<file path="src/rtl/upes_defs.svh">
// register offsets, field positions, reset values and timing counts of the
// pipe empty / frame status block; assumes a 32-bit AXI4-Lite word map
`ifndef UPES_DEFS_SVH
`define UPES_DEFS_SVH

`define UPES_NUM_PIPES 10
`define UPES_AW 12
// register indices; byte address is four times the index
`define UPES_IDX_EMPTY_FLAG 12'h04A
`define UPES_IDX_FRAME 12'h04C
`define UPES_IDX_UFRAME 12'h04E
`define UPES_IDX_INT_MAIN 12'h020
`define UPES_IDX_EMPTY_EN 12'h038
`define UPES_IDX_CTRL 12'h040
`define UPES_IDX_RESP_SEL 12'h060
// field positions
`define UPES_FRM_OVR_BIT 15
`define UPES_FRM_CRC_BIT 14
`define UPES_INT_EMPTY_BIT 10
`define UPES_CTRL_HOST_BIT 0
// response select encodings
`define UPES_RSEL_NAK 2'h0
`define UPES_RSEL_BUF 2'h1
`define UPES_RSEL_STALL 2'h3
// reset values
`define UPES_RST_FLAGS 10'h000
`define UPES_RST_RESP_SEL 20'h00000
`define UPES_RST_FRAME 11'h000
// timing
`define UPES_CLK_MHZ 100
`define UPES_FRAME_US 1000
`define UPES_UFRAMES 8
`define UPES_UFRAME_CYC ((`UPES_FRAME_US * `UPES_CLK_MHZ) / `UPES_UFRAMES)
// axi responses
`define UPES_RESP_OKAY 2'h0
`define UPES_RESP_SLVERR 2'h2

`endif

</file>
<file path="src/rtl/upes_pkg.sv">
// types of the pipe empty / frame status block
// assumes upes_defs.svh is on the include path
package upes_pkg;
  // per-cycle transfer events from the link engine
  typedef struct packed {
    logic tx_end;          // transmission finished
    logic fifo_empty;      // pipe fifo empty at that moment
    logic dbl_buf;         // pipe uses double buffering
    logic other_buf_busy;  // cpu/dma started filling the other buffer
    logic sw_clear;        // buffer emptied by auto_clear_mode or fifo_clear_cmd
    logic status_zlp;      // zero-length status stage IN packet
    logic rdy_ev;          // fifo_ready_event from the buffer logic
    logic rx_ok;           // packet received without handshake error
    logic rx_oversize;     // received size exceeded max packet size
    logic rx_err;          // crc, bit stuffing or similar error
    logic setup_active;    // setup transaction in progress
    logic [3:0] pipe;
  } upes_link_ev_s;

  // isochronous checks at token time
  typedef struct packed {
    logic tx_token;   // host: OUT due, peripheral: token received (tx pipe)
    logic tx_full;    // tx fifo completely written
    logic rx_token;   // host: IN due, peripheral: OUT received (rx pipe)
    logic rx_free;    // rx fifo completely free
    logic crc_err;    // crc or bit stuffing error on iso pipe
    logic [3:0] pipe;
  } upes_iso_ev_s;

  // start-of-frame seen on the bus in peripheral role
  typedef struct packed {
    logic valid;
    logic [10:0] frame;
    logic [2:0] uframe;
  } upes_sof_rx_s;

  // answers to the link engine
  typedef struct packed {
    logic empty_req;   // fifo_drained_event request
    logic rdy_ev;      // fifo_ready_event, aligned with empty_req
    logic [3:0] pipe;
    logic discard;     // drop the oversize packet
    logic stall_hs;    // answer STALL handshake
    logic not_ready;   // not_ready_event request
    logic [3:0] not_ready_pipe;
    logic sof_issue;   // host: issue start-of-frame now
  } upes_link_out_s;

  typedef logic [1:0] upes_rsel_t;
endpackage

</file>
<file path="src/rtl/upes_axil_slave.sv">
// AXI4-Lite slave front end: one write and one read under way at a time
// assumes the owner decodes addresses and supplies read data combinationally
`include "upes_defs.svh"
module upes_axil_slave (
  input wire logic mclk_i,
  input wire logic nrst_i,
  input wire logic [`UPES_AW-1:0] awaddr_i,
  input wire logic awvalid_i,
  output logic awready_o,
  input wire logic [31:0] wdata_i,
  input wire logic [3:0] wstrb_i,
  input wire logic wvalid_i,
  output logic wready_o,
  output logic [1:0] bresp_o,
  output logic bvalid_o,
  input wire logic bready_i,
  input wire logic [`UPES_AW-1:0] araddr_i,
  input wire logic arvalid_i,
  output logic arready_o,
  output logic [31:0] rdata_o,
  output logic [1:0] rresp_o,
  output logic rvalid_o,
  input wire logic rready_i,
  output logic wr_en_o,
  output logic [`UPES_AW-1:0] wr_addr_o,
  output logic [31:0] wr_data_o,
  output logic [3:0] wr_strb_o,
  input wire logic wr_ok_i,
  output logic [`UPES_AW-1:0] rd_addr_o,
  input wire logic [31:0] rd_data_i,
  input wire logic rd_ok_i
);
  logic aw_full_reg, w_full_reg, aw_full_next, w_full_next;
  logic bvalid_next, rvalid_next;
  logic aw_take, w_take, ar_take;

  // handshakes and next state; address and data may arrive in either order
  always_comb
  begin
    aw_take = awvalid_i & awready_o;
    w_take = wvalid_i & wready_o;
    ar_take = arvalid_i & arready_o;
    wr_en_o = aw_full_reg & w_full_reg & ~bvalid_o;
    aw_full_next = (aw_full_reg | aw_take) & ~wr_en_o;
    w_full_next = (w_full_reg | w_take) & ~wr_en_o;
    bvalid_next = wr_en_o | (bvalid_o & ~bready_i);
    rvalid_next = ar_take | (rvalid_o & ~rready_i);
  end

  assign rd_addr_o = araddr_i;

  // write channel state
  always_ff @(posedge mclk_i)
  begin
    if (!nrst_i)
    begin
      aw_full_reg <= 1'b0;
      w_full_reg <= 1'b0;
      awready_o <= 1'b0;
      wready_o <= 1'b0;
      bvalid_o <= 1'b0;
      bresp_o <= `UPES_RESP_OKAY;
      wr_addr_o <= '0;
      wr_data_o <= '0;
      wr_strb_o <= '0;
    end
    else
    begin
      aw_full_reg <= aw_full_next;
      w_full_reg <= w_full_next;
      awready_o <= ~aw_full_next & ~bvalid_next;
      wready_o <= ~w_full_next & ~bvalid_next;
      bvalid_o <= bvalid_next;
      if (aw_take)
        wr_addr_o <= awaddr_i;
      if (w_take)
      begin
        wr_data_o <= wdata_i;
        wr_strb_o <= wstrb_i;
      end
      if (wr_en_o)
        bresp_o <= wr_ok_i ? `UPES_RESP_OKAY : `UPES_RESP_SLVERR;
    end
  end

  // read channel: data captured at the address handshake
  always_ff @(posedge mclk_i)
  begin
    if (!nrst_i)
    begin
      arready_o <= 1'b0;
      rvalid_o <= 1'b0;
      rdata_o <= '0;
      rresp_o <= `UPES_RESP_OKAY;
    end
    else
    begin
      rvalid_o <= rvalid_next;
      arready_o <= ~rvalid_next;
      if (ar_take)
      begin
        rdata_o <= rd_ok_i ? rd_data_i : 32'h00000000;
        rresp_o <= rd_ok_i ? `UPES_RESP_OKAY : `UPES_RESP_SLVERR;
      end
    end
  end
endmodule // upes_axil_slave

</file>
<file path="src/rtl/upes_sof_timer.sv">
// frame and microframe counting for both roles
// assumes sof_rx_i is a one-cycle report of a received start-of-frame
`include "upes_defs.svh"
module upes_sof_timer #(
  parameter int UFRAME_CYC = `UPES_UFRAME_CYC
) (
  input wire logic mclk_i,
  input wire logic nrst_i,
  input wire logic host_i,
  input wire logic hs_i,
  input wire upes_pkg::upes_sof_rx_s sof_rx_i,
  output logic [10:0] frame_o,
  output logic [2:0] uframe_o,
  output logic sof_o
);
  import upes_pkg::*;
  localparam logic [16:0] ULAST = 17'(UFRAME_CYC - 1);
  logic [16:0] cnt_reg;
  logic [2:0] ucnt_reg;
  logic utick;

  assign utick = host_i & (cnt_reg == ULAST);

  // host: microframe tick every 125 us, start-of-frame every eighth tick
  always_ff @(posedge mclk_i)
  begin
    if (!nrst_i || !host_i)
    begin
      cnt_reg <= 17'h00000;
      ucnt_reg <= 3'h0;
    end
    else
    begin
      cnt_reg <= utick ? 17'h00000 : cnt_reg + 17'h00001;
      if (utick)
        ucnt_reg <= ucnt_reg + 3'h1;
    end
  end

  // frame number taken at issued or received start-of-frame
  always_ff @(posedge mclk_i)
  begin
    if (!nrst_i)
    begin
      frame_o <= `UPES_RST_FRAME;
      uframe_o <= 3'h0;
      sof_o <= 1'b0;
    end
    else
    begin
      sof_o <= utick & (ucnt_reg == 3'h7);
      if (host_i)
      begin
        if (utick && ucnt_reg == 3'h7)
          frame_o <= frame_o + 11'h001;
        uframe_o <= hs_i ? ucnt_reg : 3'h0;
      end
      else if (sof_rx_i.valid)
      begin
        frame_o <= sof_rx_i.frame;
        uframe_o <= hs_i ? sof_rx_i.uframe : 3'h0;
      end
      else if (!hs_i)
        uframe_o <= 3'h0;
    end
  end
endmodule // upes_sof_timer

</file>
<file path="src/rtl/upes_top.sv">
// pipe empty flags, frame number and microframe status of a dual-role usb controller
// assumes the link engine reports transfer events as one-cycle pulses, all on mclk_i
//
// How it works
// empty on BUF pipe sets flag; enable drives interrupt
// tx fifo empty at end raises request
// single-buffer non-default pipe: request with ready event
// double buffer refilling blocks the request
// software buffer clear raises no request
// peripheral status-stage zero-length IN: no request
// oversize receive: request, flag, discard, stall
// oversize: host silent, peripheral sends STALL
// no oversize request on errors or setup
// write zero clears empty flag, one keeps
// frame register: errors bits 15,14, frame low
// iso overrun sets flag and not-ready request
// error flags cleared by writing zero only
// host: iso fifo not ready at token time
// peripheral: token on unfilled iso tx pipe
// peripheral: OUT on not-free iso rx pipe
// iso crc error sets flag, not-ready request
// frame updated every issued or received sof
// software reads frame twice to compare
// microframe bits 2-0 read only, rest zero
// microframe shown only at high speed
// hardware set beats same-cycle software clear
`include "upes_defs.svh"
module upes_top #(
  parameter int UFRAME_CYC = `UPES_UFRAME_CYC
) (
  input wire logic mclk_i,
  input wire logic nrst_i,
  input wire logic [`UPES_AW-1:0] s_axil_awaddr_i,
  input wire logic s_axil_awvalid_i,
  output logic s_axil_awready_o,
  input wire logic [31:0] s_axil_wdata_i,
  input wire logic [3:0] s_axil_wstrb_i,
  input wire logic s_axil_wvalid_i,
  output logic s_axil_wready_o,
  output logic [1:0] s_axil_bresp_o,
  output logic s_axil_bvalid_o,
  input wire logic s_axil_bready_i,
  input wire logic [`UPES_AW-1:0] s_axil_araddr_i,
  input wire logic s_axil_arvalid_i,
  output logic s_axil_arready_o,
  output logic [31:0] s_axil_rdata_o,
  output logic [1:0] s_axil_rresp_o,
  output logic s_axil_rvalid_o,
  input wire logic s_axil_rready_i,
  input wire upes_pkg::upes_link_ev_s link_ev_i,
  input wire upes_pkg::upes_iso_ev_s iso_ev_i,
  input wire upes_pkg::upes_sof_rx_s sof_rx_i,
  input wire logic port0_hs_i,
  input wire logic port1_hs_i,
  output upes_pkg::upes_link_out_s link_o,
  output logic [2*`UPES_NUM_PIPES-1:0] pipe_response_select_o,
  output logic int_n_o
);
  import upes_pkg::*;

  logic wr_en, wr_ok, rd_ok;
  logic [`UPES_AW-1:0] wr_addr, rd_addr;
  logic [31:0] wr_data, rd_data;
  logic [3:0] wr_strb;
  logic [`UPES_NUM_PIPES-1:0] pipe_empty_flag_reg, pipe_empty_flag_next;
  logic [`UPES_NUM_PIPES-1:0] pipe_empty_irq_enable_reg, empty_set, empty_clr;
  logic [2*`UPES_NUM_PIPES-1:0] resp_sel_reg, resp_sel_next;
  logic host_reg;
  logic ovr_reg, crc_reg;
  logic [10:0] frame_count_field;
  logic [2:0] microframe_field;
  logic sof_issue;
  logic [15:0] lane_lo;
  upes_rsel_t rsel_now;
  logic pipe_buf, tx_req, ov_req, emp_req, single_rdy, ovr_set, crc_set;

  // word hit on a register index (byte address = 4 x index)
  function automatic logic hit(input logic [`UPES_AW-1:0] a, input logic [11:0] idx);
    hit = (a[`UPES_AW-1:2] == idx[`UPES_AW-3:0]);
  endfunction

  // any mapped register
  function automatic logic mapped(input logic [`UPES_AW-1:0] a);
    mapped = hit(a, `UPES_IDX_EMPTY_FLAG) | hit(a, `UPES_IDX_FRAME) | hit(a, `UPES_IDX_UFRAME)
           | hit(a, `UPES_IDX_INT_MAIN) | hit(a, `UPES_IDX_EMPTY_EN) | hit(a, `UPES_IDX_CTRL)
           | hit(a, `UPES_IDX_RESP_SEL);
  endfunction

  // bus front end
  upes_axil_slave u_bus (
    .mclk_i(mclk_i),
    .nrst_i(nrst_i),
    .awaddr_i(s_axil_awaddr_i),
    .awvalid_i(s_axil_awvalid_i),
    .awready_o(s_axil_awready_o),
    .wdata_i(s_axil_wdata_i),
    .wstrb_i(s_axil_wstrb_i),
    .wvalid_i(s_axil_wvalid_i),
    .wready_o(s_axil_wready_o),
    .bresp_o(s_axil_bresp_o),
    .bvalid_o(s_axil_bvalid_o),
    .bready_i(s_axil_bready_i),
    .araddr_i(s_axil_araddr_i),
    .arvalid_i(s_axil_arvalid_i),
    .arready_o(s_axil_arready_o),
    .rdata_o(s_axil_rdata_o),
    .rresp_o(s_axil_rresp_o),
    .rvalid_o(s_axil_rvalid_o),
    .rready_i(s_axil_rready_i),
    .wr_en_o(wr_en),
    .wr_addr_o(wr_addr),
    .wr_data_o(wr_data),
    .wr_strb_o(wr_strb),
    .wr_ok_i(wr_ok),
    .rd_addr_o(rd_addr),
    .rd_data_i(rd_data),
    .rd_ok_i(rd_ok)
  );

  // frame and microframe counters
  upes_sof_timer #(
    .UFRAME_CYC(UFRAME_CYC)
  ) u_sof (
    .mclk_i(mclk_i),
    .nrst_i(nrst_i),
    .host_i(host_reg),
    .hs_i(port0_hs_i | port1_hs_i),
    .sof_rx_i(sof_rx_i),
    .frame_o(frame_count_field),
    .uframe_o(microframe_field),
    .sof_o(sof_issue)
  );

  assign wr_ok = mapped(wr_addr);
  assign rd_ok = mapped(rd_addr);
  assign lane_lo = {{8{wr_strb[1]}}, {8{wr_strb[0]}}};

  // empty request qualification for the pipe named by the event
  always_comb
  begin
    rsel_now = resp_sel_reg[{link_ev_i.pipe, 1'b0} +: 2];
    pipe_buf = (rsel_now == `UPES_RSEL_BUF);
    tx_req = link_ev_i.tx_end & link_ev_i.fifo_empty
           & ~link_ev_i.sw_clear
           & ~(link_ev_i.dbl_buf & link_ev_i.other_buf_busy)
           & ~(~host_reg & link_ev_i.status_zlp);
    ov_req = link_ev_i.rx_ok & link_ev_i.rx_oversize
           & ~link_ev_i.rx_err & ~link_ev_i.setup_active;
    emp_req = tx_req | ov_req;
    single_rdy = tx_req & ~link_ev_i.dbl_buf & (link_ev_i.pipe != 4'h0);
    empty_set = ((tx_req & pipe_buf) | ov_req) ?
                (`UPES_NUM_PIPES'(1) << link_ev_i.pipe) : `UPES_RST_FLAGS;
    empty_clr = (wr_en && hit(wr_addr, `UPES_IDX_EMPTY_FLAG)) ?
                (~wr_data[`UPES_NUM_PIPES-1:0] & lane_lo[`UPES_NUM_PIPES-1:0]) : `UPES_RST_FLAGS;
    pipe_empty_flag_next = (pipe_empty_flag_reg & ~empty_clr) | empty_set;
  end

  // response select: software writes, oversize forces stall afterwards
  always_comb
  begin
    resp_sel_next = resp_sel_reg;
    if (wr_en && hit(wr_addr, `UPES_IDX_RESP_SEL))
    begin
      for (int i = 0; i < 2 * `UPES_NUM_PIPES; i++)
      begin
        if (wr_strb[i / 8])
          resp_sel_next[i] = wr_data[i];
      end
    end
    if (ov_req)
      resp_sel_next[{link_ev_i.pipe, 1'b0} +: 2] = `UPES_RSEL_STALL;
  end

  // empty flags, enables, response select and role
  always_ff @(posedge mclk_i)
  begin
    if (!nrst_i)
    begin
      pipe_empty_flag_reg <= `UPES_RST_FLAGS;
      pipe_empty_irq_enable_reg <= `UPES_RST_FLAGS;
      resp_sel_reg <= `UPES_RST_RESP_SEL;
      host_reg <= 1'b0;
    end
    else
    begin
      pipe_empty_flag_reg <= pipe_empty_flag_next;
      resp_sel_reg <= resp_sel_next;
      if (wr_en && hit(wr_addr, `UPES_IDX_EMPTY_EN))
        pipe_empty_irq_enable_reg <= (pipe_empty_irq_enable_reg & ~lane_lo[`UPES_NUM_PIPES-1:0])
                                   | (wr_data[`UPES_NUM_PIPES-1:0] & lane_lo[`UPES_NUM_PIPES-1:0]);
      if (wr_en && hit(wr_addr, `UPES_IDX_CTRL) && wr_strb[0])
        host_reg <= wr_data[`UPES_CTRL_HOST_BIT];
    end
  end

  // iso error detection; the token checks read the same in both roles
  always_comb
  begin
    ovr_set = (iso_ev_i.tx_token & ~iso_ev_i.tx_full)
            | (iso_ev_i.rx_token & ~iso_ev_i.rx_free);
    crc_set = iso_ev_i.crc_err;
  end

  // iso error flags: cleared by a zero in the high byte, set wins
  always_ff @(posedge mclk_i)
  begin
    if (!nrst_i)
    begin
      ovr_reg <= 1'b0;
      crc_reg <= 1'b0;
    end
    else
    begin
      if (ovr_set)
        ovr_reg <= 1'b1;
      else if (wr_en && hit(wr_addr, `UPES_IDX_FRAME) && wr_strb[1] && !wr_data[`UPES_FRM_OVR_BIT])
        ovr_reg <= 1'b0;
      if (crc_set)
        crc_reg <= 1'b1;
      else if (wr_en && hit(wr_addr, `UPES_IDX_FRAME) && wr_strb[1] && !wr_data[`UPES_FRM_CRC_BIT])
        crc_reg <= 1'b0;
    end
  end

  // read mux; unassigned bits read zero
  always_comb
  begin
    rd_data = 32'h00000000;
    if (hit(rd_addr, `UPES_IDX_EMPTY_FLAG))
      rd_data[`UPES_NUM_PIPES-1:0] = pipe_empty_flag_reg;
    else if (hit(rd_addr, `UPES_IDX_FRAME))
      rd_data[15:0] = {ovr_reg, crc_reg, 3'h0, frame_count_field};
    else if (hit(rd_addr, `UPES_IDX_UFRAME))
      rd_data[2:0] = microframe_field;
    else if (hit(rd_addr, `UPES_IDX_INT_MAIN))
      rd_data[`UPES_INT_EMPTY_BIT] = |(pipe_empty_flag_reg & pipe_empty_irq_enable_reg);
    else if (hit(rd_addr, `UPES_IDX_EMPTY_EN))
      rd_data[`UPES_NUM_PIPES-1:0] = pipe_empty_irq_enable_reg;
    else if (hit(rd_addr, `UPES_IDX_CTRL))
      rd_data[`UPES_CTRL_HOST_BIT] = host_reg;
    else if (hit(rd_addr, `UPES_IDX_RESP_SEL))
      rd_data[2*`UPES_NUM_PIPES-1:0] = resp_sel_reg;
  end

  // registered answers to the link engine and the interrupt pin
  always_ff @(posedge mclk_i)
  begin
    if (!nrst_i)
    begin
      link_o <= '0;
      int_n_o <= 1'b1;
      pipe_response_select_o <= `UPES_RST_RESP_SEL;
    end
    else
    begin
      link_o.empty_req <= emp_req;
      link_o.rdy_ev <= link_ev_i.rdy_ev | single_rdy;
      link_o.pipe <= link_ev_i.pipe;
      link_o.discard <= ov_req;
      link_o.stall_hs <= ov_req & ~host_reg;
      link_o.not_ready <= ovr_set | crc_set;
      link_o.not_ready_pipe <= iso_ev_i.pipe;
      link_o.sof_issue <= sof_issue;
      int_n_o <= ~|(pipe_empty_flag_next & pipe_empty_irq_enable_reg);
      pipe_response_select_o <= resp_sel_next;
    end
  end

  a_oversize_flag: assert property (@(posedge mclk_i) disable iff (!nrst_i)
    ov_req |=> pipe_empty_flag_reg[$past(link_ev_i.pipe)] && link_o.discard && link_o.empty_req)
    else $error("oversize packet did not set flag and discard");

  a_oversize_stall: assert property (@(posedge mclk_i) disable iff (!nrst_i)
    ov_req |=> resp_sel_reg[{$past(link_ev_i.pipe), 1'b0} +: 2] == 2'h3)
    else $error("oversize packet did not force stall");

  a_stall_role: assert property (@(posedge mclk_i) disable iff (!nrst_i)
    ov_req |=> link_o.stall_hs == !$past(host_reg))
    else $error("stall handshake wrong for role");

  a_clear_silent: assert property (@(posedge mclk_i) disable iff (!nrst_i)
    (link_ev_i.sw_clear && !ov_req) |=> !link_o.empty_req)
    else $error("software clear raised empty request");

  a_err_blocks: assert property (@(posedge mclk_i) disable iff (!nrst_i)
    (link_ev_i.rx_err || link_ev_i.setup_active) && !tx_req |=> !link_o.empty_req && !link_o.discard)
    else $error("oversize request raised on error or setup");

  a_status_zlp: assert property (@(posedge mclk_i) disable iff (!nrst_i)
    (!host_reg && link_ev_i.status_zlp && !ov_req) |=> !link_o.empty_req)
    else $error("status stage packet raised empty request");

  a_ones_keep: assert property (@(posedge mclk_i) disable iff (!nrst_i)
    (wr_en && hit(wr_addr, `UPES_IDX_EMPTY_FLAG) && &wr_data[`UPES_NUM_PIPES-1:0] && !emp_req)
    |=> $stable(pipe_empty_flag_reg))
    else $error("writing ones changed empty flags");

  a_ovr_not_ready: assert property (@(posedge mclk_i) disable iff (!nrst_i)
    ovr_set |=> ovr_reg && link_o.not_ready)
    else $error("overrun without flag or not-ready request");

  a_crc_not_ready: assert property (@(posedge mclk_i) disable iff (!nrst_i)
    crc_set |=> crc_reg && link_o.not_ready)
    else $error("crc error without flag or not-ready request");

  a_int_pin: assert property (@(posedge mclk_i) disable iff (!nrst_i)
    |(pipe_empty_flag_reg & pipe_empty_irq_enable_reg) |=> !int_n_o || $past(wr_en))
    else $error("enabled empty flag did not assert interrupt");
endmodule // upes_top

</file>
<file path="config.mk">
export PLATFORM = sky130hd
export DESIGN_NAME = upes_top
export DESIGN_NICKNAME = d
export VERILOG_FILES = /design/src/rtl/upes_pkg.sv /design/src/rtl/upes_axil_slave.sv /design/src/rtl/upes_sof_timer.sv /design/src/rtl/upes_top.sv
export VERILOG_INCLUDE_DIRS = /design/src /design/src/rtl
export SDC_FILE = /design/constraint.sdc
export NUM_CORES = 1
export LEC_CHECK = 0
export ABC_CLOCK_PERIOD_IN_PS = 4600
export BUFFER_PORTS_ARGS = -buffer_cell sky130_fd_sc_hd__buf_2
export CELL_PAD_IN_SITES_DETAIL_PLACEMENT = 1
export CELL_PAD_IN_SITES_GLOBAL_PLACEMENT = 2
export CORE_MARGIN = 4
export CORE_UTILIZATION = 33
export DETAILED_ROUTE_END_ITERATION = 7
export PLACE_DENSITY = 0.92
export SLEW_MARGIN = 5
export SYNTH_ARGS = -nofsm -noshare
export SYNTH_HDL_FRONTEND = slang
export SYNTH_SLANG_ARGS = --single-unit
</file>
<file path="constraint.sdc">
create_clock -name mclk_i -period 4.6 [get_ports mclk_i]
set_input_delay 0.92 -clock mclk_i [delete_from_list [all_inputs] [get_ports mclk_i]]
set_output_delay 0.92 -clock mclk_i [all_outputs]
set_load 0.005 [all_outputs]
</file>
==> results.yml <==
critical_path:
  end_kind: "flop"
  worstPathCellList: "buf_2 > nor2b_1 > a2111oi_0 > buf_4 > o2111ai_1 > o21ai_1 > nand3b_1 > a21boi_0 > o41ai_2"
  cp-start-kind: "input pin"
  path_max_fanout: 6
  cpMaxStageDelayCell: "a2111oi_0"
  crit_type: "input pin to flop"
  arrival_ns: 3.45
  required_ns: 4.88
  critPathMaxStageDelay_ns: 0.59
global_routing:
  grt_util_all_layers_pct: 18.1
  grt_max_degree: 132
  grt_pass1_vias: 6562
  overflow: 0
  antenna_found_initial: 0
  grt_pass1_wl_um: 35300
floorplan:
  core-area_um2: 21800
  die_y_um: 157
  die_area_um2: 24600
  rows: 54
  die_w_um: 157
  io_pins: 184
  initial_utilization_pct: 33.6
logic_synthesis:
  synthDominantCellAreaShare_pct: 42.4
  synth_ff_type: "dfxtp_1"
  ys_ff_latch: 155
  synthesis.area_um2: 7330
  ys_top_cells_by_area: "dfxtp_1 42%, nand2_1 7.6%, a21boi_0 6.5%"
  ys_types: 67
  synthTopCellsByCount: "155 x dfxtp_1, 148 x nand2_1, 63 x a21boi_0"
  async_flop_share_pct: 0
  synth.largest_area_cell: "dfxtp_1"
  avgSynthCellArea_um2: 8.56
  yosys_warnings: 0
  synth-seq-area-share_pct: 42.4
  synth.most_common_cell: "dfxtp_1"
  synth_edf_count: 0
  netlist_instances: 856
sta:
  fin_ws_ns: 1.43
  setup_viol: 0
  fin_skew_ns: 0.00566
  min_period_ns: 3.17
  grt_setup_unrepaired: "no"
  hold_violations: 0
  fmax_ghz: 0.316
  fin_setup_tns_ns: 0
  hold-worst-slack_ns: 0.449
  tightest_slew_ns: 1.02
  maxSlewViolCount: 0
  post-route-period-util_pct: 68.9
  slew_headroom_pct: 30.4
final_layout:
  seq_area_um2: 3100
  design_area_um2: 8850
  nFillCells: 2632
  fin_util_pct: 40.6
  final_cells: 1280
  area_delta_synth_final_pct: 20.9
  drive_above_1_share_pct: 20.3
  largestRegisters: "pipe_response_select_o x20, u_bus.rdata_o x20, u_bus.wr_data_o x20"
  nets: 1106
  multi_input_area_um2: 3920
  diodes: 0
placement:
  hpwl_um: 16800
  pre_cts_ws_ns: 1.03
  dp_cells: 1248
  postPlaceCellArea_um2: 8260
  io_buffers: 152
  place_congestion: 0.929
drt:
  via_per_inst: 5.14
  wl_per_cell_um: 17.6
  ant_nets: 0
  drc_errors: 0
  vias: 6579
  drt_iter0_markers: 412
  dr.pass1.iters: 5
  drt-total-wl_um: 22600
power:
  p_per_area_nw_per_um2: 343
  power_mw: 3.04
  p_clk_share_pct: 46.7
  switching_power_mw: 0.761
  leakage_nw: 3.69
  p_int_mw: 2.28
  p_seq_share_pct: 46.4
  vdd_drop_max_uv: 210
  combinationalPowerShare_pct: 6.9
  swShare_pct: 25.0
clocking:
  cts_htree_levels: 4
  tritoncts: "built"
  hold_buffers: 0
  cts.sinks: 155
  clkLatencyLatePin_ns: 0.43
  root_buffer: "clkbuf_16"
  ctsResizeCount: 0
  clk_pin_slew_worst_paths_ns: 0.07
  cts_buffers: 17
  cts.path.max_buffers: 2
  cts_setup_buffers: 0
status:
  status: "finished clean"
run:
  drv_cap: 0
min_path:
  hp-class: "flop to flop"
[layout by cell type (no fill, tap or decap), types with 4 or more instances in the layout]
cell type  synthesis  final
nand3b_1           5      5
ha_1              11     11
inv_6              0      4
nor3_1            10     10
inv_1             19     19
mux2i_1           37     37
nor4_1             6      6
xnor2_1            5      5
buf_4             14      5
a221oi_1           9      9
nor2b_1           32     32
a22oi_1           11     11
dfxtp_1          155    155
o21ai_1            5      5
clkbuf_16          0     17
nand2b_1           4      4
and3_1             7      7
conb_1             1     14
o22ai_1            5      5
nor2_1            51     51
buf_2              4    152
nor4b_1            5      5
and2_1            20     20
nand4_1           16     16
a21boi_0          63     63
xor2_1            12     12
nand2_1          148    148
o21ai_0           33     33
a21boi_1          19     19
nand3_1           24     24
o211ai_1           9      9
a21oi_1           24     24
[cell families (layout without fill, tap and decap cells)]
family | after synthesis | in the layout | share of synthesized area, %
and+or+nand+nor | 349 | 349 | 23.6
AOI/OAI and AO/OA | 203 | 203 | 19.4
DFF | 155 | 155 | 42.4
buffers and inverters | 79 | 210 | 4.85
muxes | 41 | 41 | 5.82
xor gates and xnor gates | 17 | 17 | 2.03
adders and majority gates | 11 | 11 | 1.88
other | 1 | 14 | 0.0512
[layer usage]
metal | track usage (%) | up-vias | part of all wire [%]
met5 | 0 | - | 0
met4 | 6.24 | 0 | 2.4
met3 | 3.11 | 38 | 4.9
met2 | 29.7 | 171 | 47
met1 | 24.2 | 3133 | 46
li1 | - | 3237 | -
[power by group through the flow]
| stage | clock network (mW) | registers [mW] | logic, mW |
|---|---|---|---|
| after floorplan | 0 | 1.43 | 0.134 |
| after global placement | 0 | 1.44 | 0.206 |
| after detailed placement | 0 | 1.44 | 0.210 |
| after CTS | 1.45 | 1.41 | 0.211 |
| after global routing | 1.52 | 1.42 | 0.236 |
| final | 1.42 | 1.41 | 0.209 |
[final timing paths]
check                                       startpoint              endpoint  slack [ns]  cells after the start
worst max register to register   host_reg$_SDFFE_PN0P_    int_n_o$_SDFF_PN1_        1.78                      8
worst max-delay path                      link_ev_i[9]    int_n_o$_SDFF_PN1_        1.43                      9
worst min register to register  u_sof.sof_o$_SDFF_PN0_  link_o[0]$_SDFF_PN0_        0.45                      1
worst min-delay path            u_sof.sof_o$_SDFF_PN0_  link_o[0]$_SDFF_PN0_        0.45                      1
[layout make-up]
type	instances	share of cell area, %
multi-input combinational	635	44.2
tap	280	3.96
clock buffer	17	4.80
timing repair buffer	158	9.24
clock inverter	15	1.87
inverter	20	0.848
sequential	155	35.0
[worst max-delay path, delay by kind of cell]
kind | cells | cell delay (ns)
AOI/OAI and AO/OA | 5 | 1.80
buffers and inverters | 2 | 0.34
and+or+nand+nor | 2 | 0.38
Power figures use the tool's default switching activity.
